--- config.mk ---
export PLATFORM = sky130hd
export DESIGN_NAME = led_output_pwm_stage
export DESIGN_NICKNAME = d
export VERILOG_FILES = /design/src/rtl/led_pwm_pkg.sv /design/src/rtl/oe_pin_sync.sv /design/src/rtl/group_pwm_gen.sv /design/src/rtl/led_output_pwm_stage.sv
export SDC_FILE = /design/constraint.sdc
export NUM_CORES = 1
export LEC_CHECK = 0
export ABC_AREA = 1
export BUFFER_PORTS_ARGS = -buffer_cell sky130_fd_sc_hd__buf_2
export CORE_ASPECT_RATIO = 1.2
export CORE_MARGIN = 2
export CORE_UTILIZATION = 25
export DETAILED_ROUTE_END_ITERATION = 10
export HOLD_SLACK_MARGIN = 0.03
export SYNTH_ARGS = -nofsm -noshare
export SYNTH_HDL_FRONTEND = slang
export SYNTH_HIERARCHICAL = 1
export SYNTH_SLANG_ARGS = --single-unit
--- constraint.sdc ---
create_clock -name clock -period 2.7 [get_ports clock]
set_input_delay 0.27 -clock clock [delete_from_list [all_inputs] [get_ports clock]]
set_output_delay 0.27 -clock clock [all_outputs]
set_load 0.02 [all_outputs]
--- src/rtl/led_pwm_pkg.sv ---
package led_pwm_pkg;

   // Channel count and counter widths
   localparam int CHANNELS = 4;
   localparam int DUTY_W = 8;
   localparam int STATE_W = 2;

   // Time base: 10 MHz system clock, 40 ns duty step
   localparam int CLK_PERIOD_NS = 100;
   localparam int DUTY_STEP_NS = 40;
   localparam int STEP_CYCLES_RAW = (DUTY_STEP_NS + CLK_PERIOD_NS - 1) / CLK_PERIOD_NS;
   localparam int STEP_CYCLES = (STEP_CYCLES_RAW < 1) ? 1 : STEP_CYCLES_RAW;
   localparam int STEP_DIV_W = 4;

   // Group timing in individual periods per group step
   localparam int DIM_WRAPS_PER_STEP = 2;
   localparam int BLINK_WRAPS_PER_STEP = 16;
   localparam int WRAP_CNT_W = 13;

   // Channel state codes
   localparam logic [1:0] STATE_OFF = 2'h0;
   localparam logic [1:0] STATE_ON = 2'h1;
   localparam logic [1:0] STATE_INDIV = 2'h2;
   localparam logic [1:0] STATE_GROUP = 2'h3;

   // Disabled output states
   localparam logic [1:0] DIS_LOW = 2'h0;
   localparam logic [1:0] DIS_HIGH_TOTEM = 2'h1;
   localparam logic [1:0] DIS_HIGH_Z = 2'h2;
   localparam logic [1:0] DIS_RESERVED = 2'h3;

   // Reset values
   localparam logic [7:0] DUTY_RESET = 8'h00;
   localparam logic [7:0] GROUP_DUTY_RESET = 8'hFF;
   localparam logic OE_N_RESET = 1'b1;

   typedef struct packed {
      logic upper;
      logic lower;
   } drive_t;

   typedef struct packed {
      logic       output_invert;
      logic       output_drive_type;
      logic [1:0] disabled_output_state;
      logic       group_blink;
   } mode_cfg_t;

   typedef enum logic [1:0] {
      GRP_DIM   = 2'b00,
      GRP_BLINK = 2'b01
   } group_mode_t;

endpackage

--- src/rtl/oe_pin_sync.sv ---
`timescale 1ns/1ns
`default_nettype none
module oe_pin_sync
   import led_pwm_pkg::*;
#(
   parameter logic RESET_LEVEL = OE_N_RESET
)
(
   // Clock and reset
   input  wire logic clock,
   input  wire logic rst_b,
   // Pin and clean level
   input  wire logic pin,
   output var  logic level
);

   logic stage1;
   logic stage2;
   logic stage3;

   // Three-stage chain
   always_ff @(posedge clock or negedge rst_b)
   begin
      if (!rst_b)
      begin
         stage1 <= RESET_LEVEL;
         stage2 <= RESET_LEVEL;
         stage3 <= RESET_LEVEL;
      end
      else
      begin
         stage1 <= pin;
         stage2 <= stage1;
         stage3 <= stage2;
      end
   end

   // Accept a change once the last two stages agree
   always_ff @(posedge clock or negedge rst_b)
   begin
      if (!rst_b)
         level <= RESET_LEVEL;
      else if (stage2 == stage3)
         level <= stage3;
   end

endmodule
`default_nettype wire

--- src/rtl/group_pwm_gen.sv ---
`timescale 1ns/1ns
`default_nettype none
module group_pwm_gen
   import led_pwm_pkg::*;
#(
   parameter int DIM_WRAPS   = DIM_WRAPS_PER_STEP,
   parameter int BLINK_WRAPS = BLINK_WRAPS_PER_STEP
)
(
   // Clock and reset
   input  wire logic              clock,
   input  wire logic              rst_b,
   // Individual period wrap and mode
   input  wire logic              period_wrap,
   input  wire group_mode_t       mode,
   input  wire logic [7:0]        group_freq,
   // Group phase
   output var  logic [DUTY_W-1:0] group_count,
   output var  logic              group_wrap
);

   logic [WRAP_CNT_W-1:0] wrap_count;
   logic [WRAP_CNT_W-1:0] wraps_per_step;
   logic                  step;

   // Blink step length scales with the period setting
   always_comb
   begin
      if (mode == GRP_BLINK)
         wraps_per_step = WRAP_CNT_W'(({5'h00, group_freq} + 13'h0001) * BLINK_WRAPS);
      else
         wraps_per_step = WRAP_CNT_W'(DIM_WRAPS);
   end

   assign step = period_wrap && (wrap_count >= wraps_per_step - 13'h0001);

   always_ff @(posedge clock or negedge rst_b)
   begin
      if (!rst_b)
         wrap_count <= '0;
      else if (step)
         wrap_count <= '0;
      else if (period_wrap)
         wrap_count <= wrap_count + 13'h0001;
   end

   always_ff @(posedge clock or negedge rst_b)
   begin
      if (!rst_b)
      begin
         group_count <= '0;
         group_wrap <= 1'b0;
      end
      else
      begin
         group_wrap <= step && (group_count == 8'hFF);
         if (step)
            group_count <= group_count + 8'h01;
      end
   end

endmodule
`default_nettype wire

--- src/rtl/led_output_pwm_stage.sv ---
`timescale 1ns/1ns
`default_nettype none
// How it works
// - Inversion alters the pins only while the output enable is low.
// - With output enable high, the disabled-output-state field and the drive type set every pin.
// - Uninverted, code 00 turns the lower transistor off and code 01 pulls it low; inversion swaps them.
// - Open-drain never turns the upper transistor on; totem-pole drives both complementarily while outputs are enabled.
// - In code 10 with inversion, the low time is one minus the channel duty.
// - Code 11 with inversion drives the lower transistor by the inverted individual-and-group term.
// - Each channel makes a fixed-rate brightness signal with an 8-bit, 256-step duty.
// - One shared group signal overlays every channel that uses code 11.
// - Dimming mode runs the group signal at a fixed rate with an 8-bit duty.
// - Blinking mode makes the group period programmable in 256 steps with its own duty.
// - The brightness pulse lasts the duty value times one 100 ns step, the 40 ns step rounded up to one clock.
// - In dimming mode each group duty step spans two individual periods.
// - State codes mean off, fully on, individual duty, and individual plus group.
// - Disabled field: 00 low, 01 high if totem else released, 10 released, 11 reserved.
module led_output_pwm_stage
   import led_pwm_pkg::*;
#(
   parameter int NUM_CH    = CHANNELS,
   parameter int STEP_DIV  = STEP_CYCLES,
   parameter int DIM_STEP  = DIM_WRAPS_PER_STEP,
   parameter int BLINK_STEP = BLINK_WRAPS_PER_STEP
)
(
   // Clock and reset
   input  wire logic                      clock,
   input  wire logic                      rst_b,
   // Output enable pin
   input  wire logic                      output_enable_n,
   // Mode configuration
   input  wire mode_cfg_t                 mode_cfg,
   // Channel settings
   input  wire logic [NUM_CH*STATE_W-1:0] led_state_select,
   input  wire logic [NUM_CH*DUTY_W-1:0]  channel_duty,
   // Group settings
   input  wire logic [DUTY_W-1:0]         group_duty,
   input  wire logic [DUTY_W-1:0]         group_freq,
   // LED pins
   output var  logic [NUM_CH-1:0]         led_output_pin_o,
   output var  logic [NUM_CH-1:0]         led_output_pin_oe,
   // Transistor view
   output var  drive_t [NUM_CH-1:0]       led_drive,
   // Status
   output var  logic                      outputs_enabled,
   output var  logic                      period_start,
   output var  logic                      group_active,
   output var  logic [DUTY_W-1:0]         group_phase
);

   logic                  oe_n_clean;
   logic [STEP_DIV_W-1:0] step_div;
   logic                  step_en;
   logic [DUTY_W-1:0]     duty_count;
   logic                  period_wrap;
   logic [DUTY_W-1:0]     group_count;
   logic                  group_wrap;
   logic [DUTY_W-1:0]     group_duty_live;
   logic                  group_gate;
   group_mode_t           group_mode;
   drive_t [NUM_CH-1:0]   next_drive;
   logic [NUM_CH-1:0]     next_pin_o;
   logic [NUM_CH-1:0]     next_pin_oe;

   // Drive decode while outputs are enabled
   function automatic drive_t enabled_drive(input logic [1:0] code,
                                            input logic       indiv,
                                            input logic       grp,
                                            input logic       invert,
                                            input logic       totem);
      logic   pull_low;
      drive_t d;
      pull_low = 1'b0;
      d = '0;
      case (code)
         STATE_OFF:   pull_low = invert;
         STATE_ON:    pull_low = !invert;
         STATE_INDIV: pull_low = invert ? !indiv : indiv;
         STATE_GROUP: pull_low = invert ? !(indiv && grp)
                                        : (indiv && grp);
         default:     pull_low = 1'b0;
      endcase
      d.lower = pull_low;
      d.upper = totem && !pull_low;
      return d;
   endfunction

   // Drive decode while outputs are disabled
   function automatic drive_t disabled_drive(input logic [1:0] field,
                                             input logic       totem);
      drive_t d;
      d = '0;
      case (field)
         DIS_LOW:        d.lower = 1'b1;
         DIS_HIGH_TOTEM: d.upper = totem;
         DIS_HIGH_Z:     d = '0;
         default:        d = '0;
      endcase
      return d;
   endfunction

   // Output enable pin conditioning
   oe_pin_sync #(
      .RESET_LEVEL (OE_N_RESET)
   ) u_oe_sync (
      .clock (clock),
      .rst_b (rst_b),
      .pin   (output_enable_n),
      .level (oe_n_clean)
   );

   // Duty step enable divider
   always_ff @(posedge clock or negedge rst_b)
   begin
      if (!rst_b)
         step_div <= '0;
      else if (step_div >= STEP_DIV_W'(STEP_DIV - 1))
         step_div <= '0;
      else
         step_div <= step_div + 4'h1;
   end

   assign step_en = (step_div >= STEP_DIV_W'(STEP_DIV - 1));

   // Free-running individual counter
   always_ff @(posedge clock or negedge rst_b)
   begin
      if (!rst_b)
         duty_count <= '0;
      else if (step_en)
         duty_count <= duty_count + 8'h01;
   end

   assign period_wrap = step_en && (duty_count == 8'hFF);

   always_ff @(posedge clock or negedge rst_b)
   begin
      if (!rst_b)
         period_start <= 1'b0;
      else
         period_start <= period_wrap;
   end

   // Shared group counter
   assign group_mode = mode_cfg.group_blink ? GRP_BLINK : GRP_DIM;

   group_pwm_gen #(
      .DIM_WRAPS   (DIM_STEP),
      .BLINK_WRAPS (BLINK_STEP)
   ) u_group (
      .clock       (clock),
      .rst_b       (rst_b),
      .period_wrap (period_wrap),
      .mode        (group_mode),
      .group_freq  (group_freq),
      .group_count (group_count),
      .group_wrap  (group_wrap)
   );

   // Group duty taken at group wrap to avoid torn pulses
   always_ff @(posedge clock or negedge rst_b)
   begin
      if (!rst_b)
         group_duty_live <= GROUP_DUTY_RESET;
      else if (group_wrap)
         group_duty_live <= group_duty;
   end

   assign group_gate = (group_count < group_duty_live);

   always_ff @(posedge clock or negedge rst_b)
   begin
      if (!rst_b)
      begin
         group_active <= 1'b0;
         group_phase <= '0;
      end
      else
      begin
         group_active <= group_gate;
         group_phase <= group_count;
      end
   end

   // Per-channel duty shadow and compare
   genvar ch;
   generate
      for (ch = 0; ch < NUM_CH; ch++)
      begin : g_chan
         logic [DUTY_W-1:0]  duty_live;
         logic               indiv;
         logic [STATE_W-1:0] code;
         drive_t             nd;

         // Duty changes take effect at the next period start
         always_ff @(posedge clock or negedge rst_b)
         begin
            if (!rst_b)
               duty_live <= DUTY_RESET;
            else if (period_wrap)
               duty_live <= channel_duty[ch*DUTY_W +: DUTY_W];
         end

         assign indiv = (duty_count < duty_live);
         assign code = led_state_select[ch*STATE_W +: STATE_W];

         always_comb
         begin
            if (oe_n_clean)
               nd = disabled_drive(mode_cfg.disabled_output_state,
                                   mode_cfg.output_drive_type);
            else
               nd = enabled_drive(code, indiv, group_gate,
                                  mode_cfg.output_invert,
                                  mode_cfg.output_drive_type);
         end

         assign next_drive[ch] = nd;
         assign next_pin_o[ch] = next_drive[ch].upper;
         assign next_pin_oe[ch] = next_drive[ch].upper || next_drive[ch].lower;
      end
   endgenerate

   // Registered pin drive
   always_ff @(posedge clock or negedge rst_b)
   begin
      if (!rst_b)
      begin
         led_drive <= '0;
         led_output_pin_o <= '0;
         led_output_pin_oe <= '0;
      end
      else
      begin
         led_drive <= next_drive;
         led_output_pin_o <= next_pin_o;
         led_output_pin_oe <= next_pin_oe;
      end
   end

   always_ff @(posedge clock or negedge rst_b)
   begin
      if (!rst_b)
         outputs_enabled <= 1'b0;
      else
         outputs_enabled <= !oe_n_clean;
   end

endmodule
`default_nettype wire

# After elaboration in Yosys (flattened, before gate mapping)
# Cells that the tools add are included.
[word_totals] register_bits=105 inputBits=64 out_inout_bits=27 word_cells=120
[op_classes] addsub=6 magnitude_cmp=7 n_eq_ne=17 n_mux=27 reduce_logical=35
[op_table] operator="$lt A8 B8 Y1" n=5
[op_table] operator="$mux W13" n=3
[op_table] operator="$add A8 B1 Y8 const B" n=2
[op_table] operator="$eq A2 B2 Y1 const B" n=8
[op_table] operator="$eq A8 B8 Y1 const B" n=2
[op_table] operator="$pmux W1 S4" n=4
[op_table] operator="$mux W1" n=15
[op_table] operator="$logic_not A1 Y1" n=14
[op_table] operator="$add A13 B1 Y13 const B" n=1
[op_table] operator="$ge A13 B13 Y1" n=1
[op_table] operator="$sub A13 B1 Y13 const B" n=1
[op_table] operator="$logic_and A1 B1 Y1" n=11
[op_table] operator="$eq A2 B1 Y1 const B" n=5
[op_table] operator="$logic_not A2 Y1" n=5
[op_table] operator="$add A8 B1 Y9 const B" n=1
[op_table] operator="$mux W2" n=4
[op_table] operator="$add A4 B1 Y4 const B" n=1
[op_table] operator="$ge A4 B1 Y1 const B" n=1
[op_table] operator="$logic_or A1 B1 Y1" n=4
[op_table] operator="$mux W4" n=1
[op_table] operator="$reduce_bool A2 Y1" n=1
[op_table] operator="$eq A1 B1 Y1" n=1
[op_table] operator="$eq A1 B1 Y1 const B" n=1

# Longest topological paths before layout
[logic_depth] ltp_word=10 depth_mapped=22 ltp_nobuf=22

# Hierarchy
# The synthesis kept the hierarchy.
[by_module_without_submodules] module="led_output_pwm_stage" instances=1 cells_each=443 area_per_inst_um2=3822.4 seq_area_each_um2=1786.7
[by_module_without_submodules] module="group_pwm_gen" instances=1 cells_each=256 area_per_inst_um2=1924.3 seq_area_each_um2=550.5
[by_module_without_submodules] module="oe_pin_sync" instances=1 cells_each=8 area_per_inst_um2=121.4 seq_area_each_um2=105.1

# Worst setup path after synthesis
# Ideal clock, no wire load.
[synth_path] path_kind="input to register" from="input group_freq[0]" to="register u_group.wrap_count[9]" setup_ns=0.119 arrival_ns=2.286 required_time_ns=2.581 setup_slack_ns=0.295 stages=17 path_buffers=1 path_cell_list="ha_1 -> inv_1 -> nand2_1 -> nand2_1 -> nand2_1 -> clkinv_1 -> nand3_4 -> nor2_4 -> nand2_2 -> and2_1 -> ha_1 -> nand2_1 -> nor2_1 -> a21oi_4 -> a21oi_4 -> buf_6 -> nor2_1"
[synth_between] elab_chain_len=6 word_cells_on_any_way=7 classes_between="add/sub: 2; order compare: 1; mux: 2; reduce/logical: 2"
[synth_lines] item="from (decl)" line_no="led_output_pwm_stage.sv:39" rtl="input wire logic [DUTY_W-1:0] group_freq,"
[synth_lines] item="$add A8 B1 Y9 (*)" line_no="group_pwm_gen.sv:30" rtl="wraps_per_step = WRAP_CNT_W'(({5'h00, group_freq} + 13'h0001) * BLINK_WRAPS);"
[synth_lines] item="$mux W13 (*)" line_no="group_pwm_gen.sv:29" rtl="if (mode == GRP_BLINK)"
[synth_lines] item="$sub A13 B1 Y13 (*)" line_no="group_pwm_gen.sv:35" rtl="assign step = period_wrap && (wrap_count >= wraps_per_step - 13'h0001);"
[synth_lines] item="$ge A13 B13 Y1 (*)" line_no="group_pwm_gen.sv:35"
[synth_lines] item="$logic_and A1 B1 Y1 (*)" line_no="group_pwm_gen.sv:35"
[synth_lines] item="$mux W13 or $reduce_bool A2 Y1 (tied branches)"
[synth_lines] item="to (signal assigned)" line_no="group_pwm_gen.sv:44" rtl="wrap_count <= wrap_count + 13'h0001;"
[synth_lines] item="to (decl)" line_no="group_pwm_gen.sv:22" rtl="logic [WRAP_CNT_W-1:0] wrap_count;"
# Mark *: on every way between the ends. The rest lies on a longest branch, timed or not.
# A chain may end at the register's enable or synchronous reset.

# Final worst setup path
[layout_path] from="register duty_count[1]" to="register u_group.wrap_count[11]"
[layout_between] elab_chain_len=4 word_cells_on_any_way=5 classes_between="eq/ne: 1; mux: 1; reduce/logical: 3"
[layout_lines] item="from (decl)" line_no="led_output_pwm_stage.sv:55" rtl="logic [DUTY_W-1:0] duty_count;"
[layout_lines] item="from (signal assigned)" line_no="led_output_pwm_stage.sv:132" rtl="duty_count <= duty_count + 8'h01;"
[layout_lines] item="$eq A8 B8 Y1 (*)" line_no="led_output_pwm_stage.sv:135" rtl="assign period_wrap = step_en && (duty_count == 8'hFF);"
[layout_lines] item="$logic_and A1 B1 Y1 (*)" line_no="led_output_pwm_stage.sv:135"
[layout_lines] item="$logic_and A1 B1 Y1" line_no="group_pwm_gen.sv:35"
[layout_lines] item="$mux W13 or $reduce_bool A2 Y1 (tied branches)"
# Marks and branches as above.

==> results.md <==
- Status: finished, final reports clean
- Final WS setup: about 350 ps
- Setup-failing EPs final: 0
- Slew Viols, Final: 0
- Total clock sinks: slightly below 100
- Mean Syn Cell Area: 8.30 sq um
- Post-Synthesis Cell Area: between 5000 and 6000 sq um
- Post-DP HPWL: just over 9 mm
- Slew headroom: 0.581
- Ys flop type: dfrtp_1
- M1 GR Usage: 0.130
- Post-synth top area share: 0.362
- Maxcap violations: 0
- Clock-pin slew on the worst setup and hold paths: 70 ps
- Row count: 61
- Critical Path RT: 2930 ps
- Min Hold Slack: 122 ps
- Layout Skew: 12.4 ps
- Power density cells: approximately 450 nW/um^2
- CTS H-Tree Depth: 3
- Worst slew pin tran: around 630 ps
- Maximum fanout along the worst path: 7
- Crit path capture type: register
- Total global-route track usage: 0.106
- Number of global-route vias before repair: around 4500
- Ports: 91
- Reg2Reg Setup Slack: around 350 ps
- Vias: 4540
- Ys async rst share: 1.00
- NumNets Final: 917
- Die height: 172 um
- Post-DP Area: 6670 sq um
- Clock latency at the later pin of the worst-skew pair: 350 ps
- ANT cells: 0
- Starting DRT DRC Count: about 160
- Largest cells by area after synthesis: dfrtp_1 36%, nand2_1 13%, ha_1 11%
- Util after Layout: 0.303
- Num CTS Buffers: 9
- Final instance area: 7000 sq um
- Worst Hold Class: primary input to register
- Initial Util: 0.254
- Layer with the highest usage: met2
- Period utilisation layout: 0.870
- GPL Wtd Cong: between 0.7 and 0.8
- CTS tree: done
- Clock root cell: clkbuf_16
- Cell taking the most area after synthesis: dfrtp_1
- Setup CP Type: register to register
- Fin crit period: 2350 ps
- RSZ-0062 raised after global routing: no
- Unique masters post-synth: 42
- Die width: 144 um
- Met2 usage: 0.182
- Syn nets: slightly above 800
- VDD IR max: ~0.29 mV
- Commonest non-fill, non-tap cell in the layout: nand2_1
- Number of enable flip-flop cells after synthesis: 0
- Post-DR vias/cell: about 4.0
- Static Leak: 0.00381 uW
- Number of remaining DRC errors: 0
- Seq cells post-synth: 97
- Largest net degree at the start of global routing: 52
- IO buf count: 90
- CTS max path bufs: 2
- WL final: 12.1 mm
- Setup TNS Final: 0 ps
- Core Area: 23100 sq um
- Worst slack, placed: 16.5 ps
- Synth warn: 6
- Drt pass-1 iters: 4
- Peak Freq: 426 MHz
- CP startpoint kind: register
- Commonest non-fill, non-tap cells in the layout: 200 x nand2_1, 107 x inv_1, 89 x buf_2
- Layout cells sized above 1: 0.232
- Syn-to-layout area delta: 19.4%
- Initial antenna violation count: 0
- Register area share after synthesis: 0.416
- Met3 usage: 0.0228
- Final Hold Fails: 0
- Resize count post-CTS: 0
- Routed Antenna Nets: 0
- Mapped Cells: 707
- Routed WL per cell: ~11 um
- Die ar.: 24700 sq um
- Worst endpoint data arrival time: about 2600 ps
- First-pass GRT wire length: about 21 mm
- Grt ovf: 0
cells in the mapped netlist (3+ instances only):
cell type and count:
a21oi_4 7, nand3_1 26, xnor2_1 7, nor2_1 47, xor2_1 13, nor3_2 5, dfstp_2 12, o21ai_0 40
nand2_2 10, dfrtp_1 85, nand2_1 200, nor2_4 4, ha_1 51, nor2_2 9, nand4_1 5, buf_4 10
inv_1 107, nand4_2 4, a21oi_1 26, nand3_2 10, inv_2 3
what timing repair did:
item | CTS | global route
setup endpoints to repair | 0 | 0
hold buffers | 2 | 0
setup buffers | 0 | 0
hold endpoints to repair | 35 | 0
cell families (layout without fill, tap and decap cells):
family | count (synthesis) | after routing | share of synthesized area
AOI/OAI and AO/OA | 74 | 74 | 0.0765
muxes | 2 | 2 | 0.00362
DFF | 97 | 97 | 0.416
adders and majority gates | 51 | 51 | 0.109
buffers and inverters | 130 | 230 | 0.0940
other | 1 | 1 | 0.000639
and+or+nand+nor | 332 | 332 | 0.270
xor gates and xnor gates | 20 | 20 | 0.0299
stage by stage:
stage          std cells  total power (uW)
2_1_floorplan        707              1700
3_3_place_gp        1104              1840
3_5_place_dp        1104              1840
4_1_cts             1122              3230
5_1_grt             1122              3320
6_report            1122              3150
worst max-delay path, cell delays in order, from the launching register on:
cell and delay [ps]:
dfrtp_1 500, ha_1 230, and3_1 210, nand3_2 110, nor3_4 400, inv_4 90
nor2_4 160, nand3_2 120, nor2_2 160, nand2_1 70, nor2_1 120, nor3_2 60
metal layers:
layer	vias to the layer above	part of all wire	wire length, um
li1	2398	-	-
met4	0	0.021	255
met5	-	0	0
met3	14	0.035	423
met1	2059	0.46	5580
met2	69	0.48	5880
final timing paths:
check                                 start                     end  depth (start not counted)
max                           duty_count[1]  u_group/wrap_count[11]                         11
min                        channel_duty[16]  g_chan[2].duty_live[0]                          3
max reg2reg                   duty_count[1]  u_group/wrap_count[11]                         11
min reg2reg                u_oe_sync/stage1        u_oe_sync/stage2                          0
max in group asynchronous             rst_b  g_chan[0].duty_live[5]                          3
min in group asynchronous             rst_b    led_output_pin_oe[2]                          2
layout make-up:
class | count | area [sq um]
clock buffers | 11 | 253
clock inverters | 5 | 61.3
fillers | 2455 | 16100
inverters | 113 | 427
multi-input cells | 480 | 2870
flip-flops and latches | 97 | 2440
well taps | 315 | 394
repair buffers | 101 | 553
state kept, by name, indices dropped and copies added, names as in the netlist, 4 cells and up:
name                 flops
g_chan.duty_live        32
u_group/wrap_count      13
duty_count               8
group_duty_live          8
group_phase              8
u_group/group_count      8
led_drive                5
led_output_pin_oe        4
power by group:
part	internal, uW	switching [uW]	total (uW)
combinational	117	198	315
sequential	1480	9.69	1490
clock	774	572	1350
No activity file was read; power rests on OpenSTA's default activity.
